File: src/clp_pkg.sv
package clp_pkg;

  // ----------------------------------------------------------------
  // Widths and sizes
  // ----------------------------------------------------------------
  localparam int unsigned ADDR_W = 14;
  localparam int unsigned DATA_W = 8;
  localparam int unsigned ENC_IDX_W = 6;
  localparam int unsigned ENC_DEPTH = 64;
  localparam int unsigned LOCK_BITS = 3;

  // ----------------------------------------------------------------
  // Reset and fill values
  // ----------------------------------------------------------------
  localparam logic [DATA_W-1:0] ENC_ERASED = 8'hff;
  localparam logic [DATA_W-1:0] VERIFY_BLANK = 8'hff;
  localparam logic [DATA_W-1:0] LOOKUP_BLANK = 8'hff;
  localparam logic [LOCK_BITS-1:0] LOCK_NONE = 3'h0;

  // Lock bit positions within lock_cell_i (1 = programmed)
  localparam int unsigned LB_ONE_POS = 0;
  localparam int unsigned LB_TWO_POS = 1;
  localparam int unsigned LB_THREE_POS = 2;

  // Lock patterns that name a level
  localparam logic [LOCK_BITS-1:0] PAT_L1 = 3'h0;
  localparam logic [LOCK_BITS-1:0] PAT_L2 = 3'h1;
  localparam logic [LOCK_BITS-1:0] PAT_L3 = 3'h3;
  localparam logic [LOCK_BITS-1:0] PAT_L4 = 3'h7;

  // ----------------------------------------------------------------
  // Enumerations
  // ----------------------------------------------------------------
  typedef enum logic [1:0] {
    LVL_1 = 2'b00,
    LVL_2 = 2'b01,
    LVL_3 = 2'b10,
    LVL_4 = 2'b11
  } clp_level_t;

  typedef enum logic [2:0] {
    PSEL_CODE = 3'b000,
    PSEL_ENC = 3'b001,
    PSEL_LOCK_ONE = 3'b010,
    PSEL_LOCK_TWO = 3'b011,
    PSEL_LOCK_THREE = 3'b100
  } clp_psel_t;

  typedef enum logic [0:0] {
    ST_INIT = 1'b0,
    ST_RUN = 1'b1
  } clp_state_t;

endpackage

File: src/clp_enc_if.sv
`timescale 1ns/1ns
`default_nettype none

interface clp_enc_if;
  import clp_pkg::*;
  logic wr_en;
  logic [ENC_IDX_W-1:0] wr_idx;
  logic [DATA_W-1:0] wr_data;
  logic clr;
  logic [ENC_IDX_W-1:0] rd_idx;
  logic [DATA_W-1:0] rd_data;

  modport ctl (output wr_en, output wr_idx, output wr_data, output clr, output rd_idx, input rd_data);
  modport arr (input wr_en, input wr_idx, input wr_data, input clr, input rd_idx, output rd_data);
endinterface

`default_nettype wire

File: src/clp_enc_array.sv
`timescale 1ns/1ns
`default_nettype none

module clp_enc_array
  import clp_pkg::*;
(
  // Clock and reset
  input wire logic clk_i,
  input wire logic rst_n_i,
  // Array access
  clp_enc_if.arr enc
);

  typedef struct packed {
    logic [ENC_DEPTH-1:0][DATA_W-1:0] mem;
  } clp_enc_st_t;

  clp_enc_st_t st_ff;
  clp_enc_st_t nxt_st;

  // ----------------------------------------------------------------
  // Storage: programming only clears bits, erase restores all ones
  // ----------------------------------------------------------------
  always_comb begin
    nxt_st = st_ff;
    for (int i = 0; i < ENC_DEPTH; i++) begin
      if (enc.clr) begin
        nxt_st.mem[i] = ENC_ERASED;
      end else if (enc.wr_en && (enc.wr_idx == ENC_IDX_W'(i))) begin
        nxt_st.mem[i] = st_ff.mem[i] & enc.wr_data;
      end
    end
  end

  always_ff @(posedge clk_i or negedge rst_n_i) begin
    if (!rst_n_i) begin
      st_ff <= {ENC_DEPTH{ENC_ERASED}};
    end else begin
      st_ff <= nxt_st;
    end
  end

  assign enc.rd_data = st_ff.mem[enc.rd_idx];

endmodule

`default_nettype wire

File: src/clp_lock.sv
`timescale 1ns/1ns
`default_nettype none

module clp_lock
  import clp_pkg::*;
(
  // Clock and reset
  input wire logic sys_clk_i,
  input wire logic rstn_i,
  // Lock cells
  input wire logic [LOCK_BITS-1:0] lock_cell_i,
  output logic [LOCK_BITS-1:0] lock_program_pulse_o,
  // Programmer side
  input wire logic [2:0] program_pulse_sel_i,
  input wire logic program_pulse_i,
  input wire logic erase_i,
  input wire logic verify_i,
  input wire logic [ADDR_W-1:0] addr_i,
  input wire logic [DATA_W-1:0] data_i,
  output logic [DATA_W-1:0] verify_data_o,
  output logic verify_valid_o,
  // Code memory side
  input wire logic [DATA_W-1:0] code_byte_i,
  output logic code_wr_o,
  output logic [ADDR_W-1:0] code_wr_addr_o,
  output logic [DATA_W-1:0] code_wr_data_o,
  output logic code_erase_o,
  // Fetch side
  input wire logic lookup_req_i,
  input wire logic lookup_from_ext_i,
  input wire logic [DATA_W-1:0] lookup_code_i,
  output logic [DATA_W-1:0] lookup_data_o,
  output logic lookup_valid_o,
  input wire logic external_access_select_i,
  output logic external_access_select_o,
  output logic ext_exec_block_o,
  output logic [1:0] level_o
);

  typedef struct packed {
    clp_state_t state;
    clp_level_t level;
    logic pulse_d;
    logic ext_sel;
    logic [LOCK_BITS-1:0] lock_program_pulse;
    logic [DATA_W-1:0] verify_data;
    logic verify_valid;
    logic code_wr;
    logic [ADDR_W-1:0] code_wr_addr;
    logic [DATA_W-1:0] code_wr_data;
    logic code_erase;
    logic [DATA_W-1:0] lookup_data;
    logic lookup_valid;
    logic ext_block;
  } clp_st_t;

  clp_st_t st_ff;
  clp_st_t nxt_st;
  logic [1:0] rst_sync_ff;
  logic rst_n;
  logic pulse_edge;
  logic locked_program_pulse;
  logic locked_verify;
  clp_level_t cell_level;
  clp_enc_if enc ();

  // ----------------------------------------------------------------
  // Reset release
  // ----------------------------------------------------------------
  always_ff @(posedge sys_clk_i or negedge rstn_i) begin
    if (!rstn_i) begin
      rst_sync_ff <= 2'h0;
    end else begin
      rst_sync_ff <= {rst_sync_ff[0], 1'b1};
    end
  end

  assign rst_n = rst_sync_ff[1];

  // ----------------------------------------------------------------
  // Level decode
  // ----------------------------------------------------------------
  always_comb begin
    case (lock_cell_i)
      PAT_L1: cell_level = LVL_1;
      PAT_L2: cell_level = LVL_2;
      PAT_L3: cell_level = LVL_3;
      PAT_L4: cell_level = LVL_4;
      default: cell_level = LVL_4;
    endcase
  end

  assign pulse_edge = program_pulse_i && !st_ff.pulse_d;
  assign locked_program_pulse = (st_ff.level != LVL_1);
  assign locked_verify = (st_ff.level == LVL_3) || (st_ff.level == LVL_4);

  // ----------------------------------------------------------------
  // Encryption array
  // ----------------------------------------------------------------
  assign enc.rd_idx = addr_i[ENC_IDX_W-1:0];
  assign enc.clr = erase_i;
  assign enc.wr_en = pulse_edge && !erase_i && (st_ff.state == ST_RUN) && !locked_program_pulse
                     && (program_pulse_sel_i == PSEL_ENC);
  assign enc.wr_idx = addr_i[ENC_IDX_W-1:0];
  assign enc.wr_data = data_i;

  clp_enc_array u_enc (
    .clk_i(sys_clk_i),
    .rst_n_i(rst_n),
    .enc(enc)
  );

  // ----------------------------------------------------------------
  // Control
  // ----------------------------------------------------------------
  always_comb begin
    nxt_st = st_ff;
    nxt_st.pulse_d = program_pulse_i;
    nxt_st.lock_program_pulse = LOCK_NONE;
    nxt_st.code_wr = 1'b0;
    nxt_st.code_erase = 1'b0;
    nxt_st.verify_valid = 1'b0;
    nxt_st.verify_data = VERIFY_BLANK;
    nxt_st.lookup_valid = 1'b0;
    nxt_st.lookup_data = LOOKUP_BLANK;
    case (st_ff.state)
      ST_INIT: begin
        nxt_st.level = cell_level;
        nxt_st.ext_sel = external_access_select_i;
        nxt_st.ext_block = (cell_level == LVL_4);
        nxt_st.state = ST_RUN;
      end
      ST_RUN: begin
        if (!locked_program_pulse) begin
          nxt_st.ext_sel = external_access_select_i;
        end
        if (erase_i) begin
          nxt_st.level = LVL_1;
          nxt_st.ext_block = 1'b0;
          nxt_st.code_erase = 1'b1;
        end else if (pulse_edge) begin
          case (program_pulse_sel_i)
            PSEL_CODE: begin
              nxt_st.code_wr = !locked_program_pulse;
              nxt_st.code_wr_addr = addr_i;
              nxt_st.code_wr_data = data_i;
            end
            PSEL_LOCK_ONE: nxt_st.lock_program_pulse[LB_ONE_POS] = 1'b1;
            PSEL_LOCK_TWO: nxt_st.lock_program_pulse[LB_TWO_POS] = 1'b1;
            PSEL_LOCK_THREE: nxt_st.lock_program_pulse[LB_THREE_POS] = 1'b1;
            default: nxt_st.lock_program_pulse = LOCK_NONE;
          endcase
        end
        if (verify_i && !locked_verify) begin
          nxt_st.verify_valid = 1'b1;
          nxt_st.verify_data = ~(code_byte_i ^ enc.rd_data);
        end
        if (lookup_req_i && !(lookup_from_ext_i && locked_program_pulse)) begin
          nxt_st.lookup_valid = 1'b1;
          nxt_st.lookup_data = lookup_code_i;
        end
      end
      default: nxt_st.state = ST_INIT;
    endcase
  end

  always_ff @(posedge sys_clk_i or negedge rst_n) begin
    if (!rst_n) begin
      st_ff <= '{state: ST_INIT, level: LVL_1, pulse_d: 1'b0, ext_sel: 1'b0, lock_program_pulse: LOCK_NONE,
                 verify_data: VERIFY_BLANK, verify_valid: 1'b0, code_wr: 1'b0, code_wr_addr: '0,
                 code_wr_data: '0, code_erase: 1'b0, lookup_data: LOOKUP_BLANK, lookup_valid: 1'b0,
                 ext_block: 1'b0};
    end else begin
      st_ff <= nxt_st;
    end
  end

  assign lock_program_pulse_o = st_ff.lock_program_pulse;
  assign verify_data_o = st_ff.verify_data;
  assign verify_valid_o = st_ff.verify_valid;
  assign code_wr_o = st_ff.code_wr;
  assign code_wr_addr_o = st_ff.code_wr_addr;
  assign code_wr_data_o = st_ff.code_wr_data;
  assign code_erase_o = st_ff.code_erase;
  assign lookup_data_o = st_ff.lookup_data;
  assign lookup_valid_o = st_ff.lookup_valid;
  assign external_access_select_o = st_ff.ext_sel;
  assign ext_exec_block_o = st_ff.ext_block;
  assign level_o = st_ff.level;
endmodule

`default_nettype wire

File: config.mk
export PLATFORM = sky130hd
export DESIGN_NAME = clp_lock
export DESIGN_NICKNAME = d
export VERILOG_FILES = /design/src/clp_pkg.sv /design/src/clp_enc_if.sv /design/src/clp_enc_array.sv /design/src/clp_lock.sv
export SDC_FILE = /design/constraint.sdc
export NUM_CORES = 1
export LEC_CHECK = 0
export ABC_CLOCK_PERIOD_IN_PS = 21600
export BUFFER_PORTS_ARGS = -buffer_cell sky130_fd_sc_hd__buf_4
export CORE_MARGIN = 4
export CORE_UTILIZATION = 30
export CTS_BUF_LIST = sky130_fd_sc_hd__clkbuf_8
export DETAILED_ROUTE_END_ITERATION = 8
export PLACE_DENSITY_LB_ADDON = 0.15
export SLEW_MARGIN = 5
export SYNTH_ARGS = -nofsm -noshare
export SYNTH_HDL_FRONTEND = slang
export SYNTH_SLANG_ARGS = --single-unit
File: constraint.sdc
create_clock -name sys_clk_i -period 21.6 [get_ports sys_clk_i]
set_input_delay 4.32 -clock sys_clk_i [delete_from_list [all_inputs] [get_ports sys_clk_i]]
set_output_delay 4.32 -clock sys_clk_i [all_outputs]
set_load 0.01 [all_outputs]
==> flow_metrics.py, run 1 <==
metrics = {
    "run_status": {
        "outcome": "complete, no violations",
    },
    "sta": {
        "drv_slew": 0,
        "tns_ns": 0,
        "finalCriticalPeriod_ns": 7.41,
        "fmax_mhz": 135,
        "rsz0062_at_grt": "false",
        "tightest_slew_ns": 1.34,
        "hold_violations": 0,
        "worst_slack_ns": 14.19,
        "clock_skew_ns": 0.0465,
        "setup_viol": 0,
        "slew_headroom": 0.0970,
        "min_period_over_period": 0.343,
    },
    "place": {
        "dp_hpwl_mm": 49.7,
        "gp_congestion": 0.770,
        "portBuffers": 100,
        "dp_slack_ns": 13.47,
    },
    "routing": {
        "drc": 0,
        "dr_total_vias": 18600,
        "final_antenna_net_count": 0,
        "routed_wl_mm": 83.7,
        "dr.pass1.iters": 5,
        "via_per_inst": 5.14,
        "wl_per_cell_um": 23.2,
        "drt_iter0_drc": 1339,
    },
    "setup_path": {
        "arrival_ns": 8.02,
        "crit_path_cell_trace": "buf_8, buf_4, buf_4, mux2i_1, a22oi_1, a31oi_1, a21oi_1, nor4b_2",
        "cp_max_fo": 60,
        "startpoint_type": "input port",
        "crit_top_cell": "buf_4",
        "cp_num_buf_inv": 3,
        "cpMaxStageDelayCell": "buf_4",
        "crit_family": "buffers and inverters",
        "required_ns": 22.22,
        "worstSetupEndpointType": "flip-flop",
        "crit_type": "input port to flip-flop",
        "slowest_delay_ns": 0.97,
    },
    "run": {
        "maxCapViolations": 0,
    },
    "clock_tree": {
        "clk_pin_slew_ns": 0.06,
        "root_buffer": "clkbuf_8",
        "clk_latency_ns": 0.74,
        "post-cts-setup-buffers": 0,
        "cts_tree": "built",
        "hold_buffers": 0,
        "cts.repair.resized": 0,
        "cts_made_buffers": 105,
        "clockBufferDepth": 3,
        "cts_sinks": 565,
        "htreeDepth": 3,
    },
    "floorplan": {
        "io_pins": 101,
        "core_area_sq_um": 88600,
        "initial_utilization": 0.303,
        "die_area_sq_um": 94500,
        "rows": 109,
        "dieWidth_um": 307,
        "die_h_um": 307,
    },
    "global_route": {
        "busiest_layer": "met2",
        "grt.overflow.total": 0,
        "grt_max_degree": 163,
        "grt_pass1_wl_mm": 128,
        "grt_usage": 0.176,
        "grt_antenna_before_repair": 1,
        "met2_usage": 0.275,
        "grt_pass1_vias": 19200,
        "use_met1": 0.253,
        "grt_util_met3": 0.0311,
    },
    "logic_synthesis": {
        "yosysWarnings": 0,
        "synthTopCellsByArea": "dfstp_2 52%, nand2b_1 12%, o21ai_0 9.4%, mux4_2 5.4%, mux2i_1 4.8%",
        "synthArstFlopShare": 1.00,
        "netlist_area_sq_um": 26900,
        "synth-seq-cells": 565,
        "seq_area_frac_synth": 0.551,
        "synth-edff-count": 0,
        "synth_cell_types": 40,
        "yosysTopAreaCellShare": 0.516,
        "avgSynthCellArea_sq_um": 11.4,
        "syn_inst": 2356,
        "yosysTopAreaCell": "dfstp_2",
        "synth_ff_type": "dfstp_2",
    },
    "final_layout": {
        "nNetsFinal": 2407,
        "drive_above_1_share": 0.375,
        "area_growth_pct": 13.3,
    },
    "power_and_ir_drop": {
        "powerDensity_nw_per_um2": 76.1,
        "vdd.ir_drop.worst_uv": 49.0,
        "leakage_uw": 0.0111,
    },
    "worst_hold_path": {
        "holdCritPathClass": "flip-flop to flip-flop",
    },
}
-- placed cells by master (no fill, tap or decap), types with 3 or more instances in the layout --
cell        n
nand2b_1  532
and3b_1     3
dfrtp_1    36
a31oi_1    24
nand2_1     7
a22oi_1    72
nor4b_2     8
clkinv_2   10
a311oi_1    8
mux4_2     64
nand3_1    40
nor3_1      6
mux2i_1   128
inv_1      40
nand3b_1   32
clkbuf_8  141
buf_4     121
nor2_2      3
o21ai_0   504
o21ai_1    13
nor4_4      3
nor2_1     13
and3_1     11
a21oi_1     9
dfstp_2   528
and4_1      8
nand4_1     8
a22o_1     24
mux2_2     23
-- report_power, final --
group,total (uW),switching [uW],internal [uW]
clock,1070,487,587
sequential,1080,7.70,1070
combinational,162,108,54.2
total,2320,603,1710
-- logic make-up after synthesis --
family	share of synthesized area
muxes	0.111
buffers and inverters	0.0413
xor gates and xnor gates	0.000326
and+or+nand+nor	0.163
other	0.000139
DFF	0.551
AOI/OAI and AO/OA	0.134
-- per-stage QoR --
stage,std cells,cell area (sq um),util,hold slack [ns],total power [uW]
2_1_floorplan,2357,26900,-,0.331,1200
3_5_place_dp,3413,28200,0.318,0.340,1260
4_1_cts,3610,30400,0.343,0.355,2360
5_1_grt,3611,30400,0.343,0.373,2420
3_3_place_gp,3413,28200,0.318,0.335,1260
6_report,3611,30400,0.343,0.351,2320
-- final timing paths --
check | slack [ns] | to | from | cells past startpoint
max reg2reg | 17.98 | code_wr_addr_o[1]$_DFFE_PN0P_ | rst_sync_ff[1]$_DFF_PN0_ | 3
min in group asynchronous | 0.84 | u_enc.st_ff[246]$_DFFE_PN1P_ | rst_sync_ff[1]$_DFF_PN0_ | 0
min | 0.35 | rst_sync_ff[1]$_DFF_PN0_ | rst_sync_ff[0]$_DFF_PN0_ | 0
max in group asynchronous | 17.98 | code_wr_addr_o[1]$_DFFE_PN0P_ | rst_sync_ff[1]$_DFF_PN0_ | 3
min reg2reg | 0.35 | rst_sync_ff[1]$_DFF_PN0_ | rst_sync_ff[0]$_DFF_PN0_ | 0
max | 14.19 | verify_data_o[3]$_DFF_PN1_ | addr_i[1] | 8
-- registers in the layout, indices dropped and copies added (netlist names), 2 cells and up --
register and cells:
code_wr_data_o 8, st_ff 2, code_wr_addr_o 14, lookup_data_o 8, lock_program_pulse_o 3, rst_sync_ff 2
u_enc.st_ff 512, verify_data_o 8, level_o 2
-- layout make-up --
cell class | instances | area, sq um
repair buffers | 123 | 938
well taps | 1165 | 1460
fillers | 8884 | 58200
diodes | 1 | 2.50
multi-input cells | 1558 | 11000
flip-flops and latches | 565 | 14800
clock inverters | 56 | 294
inverters | 2 | 7.51
clock buffers | 141 | 1940
-- synthesized netlist by cell type (all sizes together) (2+ instances only) --
library cell and instances:
nor3b 2, nand3 40, nor3 6, nor4 4
dfrtp 37, and4 8, nand2b 532, buf 85
a22o 24, a22oi 72, mux2i 128, nand4 8
a31oi 24, mux4 64, clkbuf 147, nand2 7
a21oi 9, mux2 23, nor2 16, and3 11
nor4b 9, and2 2, inv 2, o21ai 517
and3b 3, a311oi 8, nand3b 32, nor2b 4
dfstp 528
-- routing by layer --
layer  part of all wire  wire [um]
met5                  0          0
met4              0.021       1790
met3              0.047       3940
met2               0.45      37900
met1               0.48      40100
(Power assumes the default switching activity.)
==> run 2: changes to the inputs <==
Settings changed: ABC_CLOCK_PERIOD_IN_PS 21600 to 7000.
Clock period 21.6 ns to 7 ns, I/O delays scaled along.
==> run 2 against run 1 <==
  * Worst setup slack got worse by 11 ns
  * Die area unchanged
  * Flip-flop and latch count unchanged
  * Clock power increased to 2.8 times the previous value
  * Clock-buffer cell count decreased by 16
  * Total power increased to 3.0 times the previous value
  * Critical path depth decreased by 1
  * Critical endpoint is now verify_data_o[4]$_DFF_PN1_
  * Largest power group unchanged
==> flow_metrics.py, run 2 (synthesized netlist as in run 1, its figures left out) <==
metrics = {
    "run_status": {
        "outcome": "complete, no violations",
    },
    "setup_path": {
        "reg2reg_depth": 6,
        "crit_start": "addr_i[1]",
        "worst-path-stages": 7,
        "arrival_ns": 4.28,
        "reg2reg_setup_slack_ns": 4.19,
        "timing.rr.start": "level_o[1]$_DFFE_PN0N_",
        "crit_type": "input port to flip-flop",
        "crit_path_cell_trace": "buf_8, buf_12, mux2i_1, a22oi_1, a31oi_1, a311oi_1, nor4b_2",
        "r2r_end": "u_enc.st_ff[496]$_DFFE_PN1P_",
        "slowest_delay_ns": 0.64,
        "crit_family": "buffers and inverters",
        "cp_num_buf_inv": 2,
        "cpMaxStageDelayCell": "a31oi_1",
        "worstSetupEndpointType": "flip-flop",
        "startpoint_type": "input port",
        "required_ns": 7.59,
        "cp_max_fo": 89,
    },
    "routing": {
        "drc": 0,
        "dr_total_vias": 18600,
        "dr.pass1.iters": 5,
        "drt_iter0_drc": 1375,
        "via_per_inst": 5.17,
        "wl_per_cell_um": 23.4,
        "routed_wl_mm": 84.2,
        "final_antenna_net_count": 0,
    },
    "sta": {
        "clock_skew_ns": 0.0213,
        "tightest_slew_ns": 1.14,
        "fmax_mhz": 271,
        "drv_slew": 0,
        "finalCriticalPeriod_ns": 3.69,
        "hold_violations": 0,
        "tns_ns": 0,
        "slew_headroom": 0.237,
        "min_period_over_period": 0.528,
        "rsz0062_at_grt": "false",
        "setup_viol": 0,
    },
    "global_route": {
        "grt_antenna_before_repair": 5,
        "grt_pass1_vias": 19200,
        "grt.overflow.total": 0,
        "grt_pass1_wl_mm": 127,
        "grt_usage": 0.177,
        "grt_max_degree": 166,
    },
    "worst_hold_path": {
        "holdCritPathClass": "flip-flop to flip-flop",
        "whs_path_depth": 0,
        "holdPathEnd": "rst_sync_ff[1]$_DFF_PN0_",
        "hp-start": "rst_sync_ff[0]$_DFF_PN0_",
    },
    "floorplan": {
        "initial_utilization": 0.303,
        "core_area_sq_um": 88600,
        "die_h_um": 307,
        "dieWidth_um": 307,
        "die_area_sq_um": 94500,
        "io_pins": 101,
        "rows": 109,
    },
    "power_and_ir_drop": {
        "p_sw_uw": 1780,
        "pwr-share-comb": 0.073,
        "swShare": 0.259,
        "leakage_uw": 0.0109,
        "p_int_uw": 5080,
        "p_clk_frac": 0.440,
        "powerDensity_nw_per_um2": 227,
        "vdd.ir_drop.worst_uv": 117,
        "p_seq_frac": 0.487,
    },
    "final_layout": {
        "largest-register": "u_enc.st_ff",
        "final_cell_count_no_fill": 3592,
        "final_common_cell": "nand2b_1",
        "nNetsFinal": 2403,
        "final_cell_mix": "532 x nand2b_1, 528 x dfstp_2, 504 x o21ai_0, 128 x mux2i_1, 125 x clkbuf_8",
        "nFillCells": 8884,
        "area_growth_pct": 12.4,
        "largest_register_ffs": 512,
        "drive_above_1_share": 0.368,
    },
    "clock_tree": {
        "cts_tree": "built",
        "post-cts-setup-buffers": 0,
        "cts.repair.resized": 0,
        "cts_made_buffers": 101,
        "hold_buffers": 0,
        "clk_pin_slew_ns": 0.06,
        "root_buffer": "clkbuf_8",
        "clockBufferDepth": 3,
        "htreeDepth": 3,
        "clk_latency_ns": 0.72,
        "cts_sinks": 565,
    },
    "place": {
        "portBuffers": 100,
        "numPlacedInstances": 3413,
        "gp_congestion": 0.782,
        "dp_hpwl_mm": 49.5,
    },
    "run": {
        "maxCapViolations": 0,
    },
}
[run 2: changes by cell type in the layout (fill, tap and decap cells not counted), sizes merged]
cell	before	now
inv	45	48
clkinv	12	6
clkbuf	141	125
[run 2: worst max path at each step]
stage | slack (ns) | to
after floorplan | 1.80 | code_erase_o$_DFF_PN0_
after global placement | 2.53 | verify_data_o[4]$_DFF_PN1_
after detailed placement | 2.56 | verify_data_o[4]$_DFF_PN1_
after CTS | 3.34 | verify_data_o[4]$_DFF_PN1_
after global routing | 3.14 | verify_data_o[4]$_DFF_PN1_
final | 3.31 | verify_data_o[4]$_DFF_PN1_
[run 2: through the flow]
| stage | cell area, sq um | worst slack (ns) | utilization | hold slack [ns] | power, uW |
|---|---|---|---|---|---|
| 2_1_floorplan | 26900 | 1.80 | - | 0.331 | 3690 |
| 3_3_place_gp | 28300 | 2.53 | 0.319 | 0.334 | 3890 |
| 3_5_place_dp | 28300 | 2.56 | 0.319 | 0.337 | 3890 |
| 4_1_cts | 30200 | 3.34 | 0.341 | 0.351 | 6990 |
| 5_1_grt | 30200 | 3.14 | 0.341 | 0.365 | 7160 |
| 6_report | 30200 | 3.31 | 0.341 | 0.350 | 6850 |
[run 2: layout make-up]
class / count / area, sq um / area share
diodes: 1 / 2.50 / 0.0000828
clock buffers: 125 / 1720 / 0.0569
clock inverters: 53 / 225 / 0.00745
inverters: 2 / 7.51 / 0.000248
multi-input cells: 1558 / 11000 / 0.364
flip-flops and latches: 565 / 14800 / 0.490
well taps: 1165 / 1460 / 0.0483
repair buffers: 123 / 988 / 0.0327
[run 2: power groups by stage]
stage,Combinational [uW],Sequential [uW],Clock [uW]
floorplan,286,3410,0
global route,540,3340,3280
detailed placement,509,3380,0
CTS,510,3340,3150
global placement,505,3380,0
finish,502,3340,3010
[run 2: per-layer routing]
metal	track usage	share of wire	vias up
met3	0.0429	0.063	135
met1	0.246	0.46	9662
met2	0.275	0.45	545
li1	-	-	8228
met5	0	0	-
met4	0.0499	0.025	0
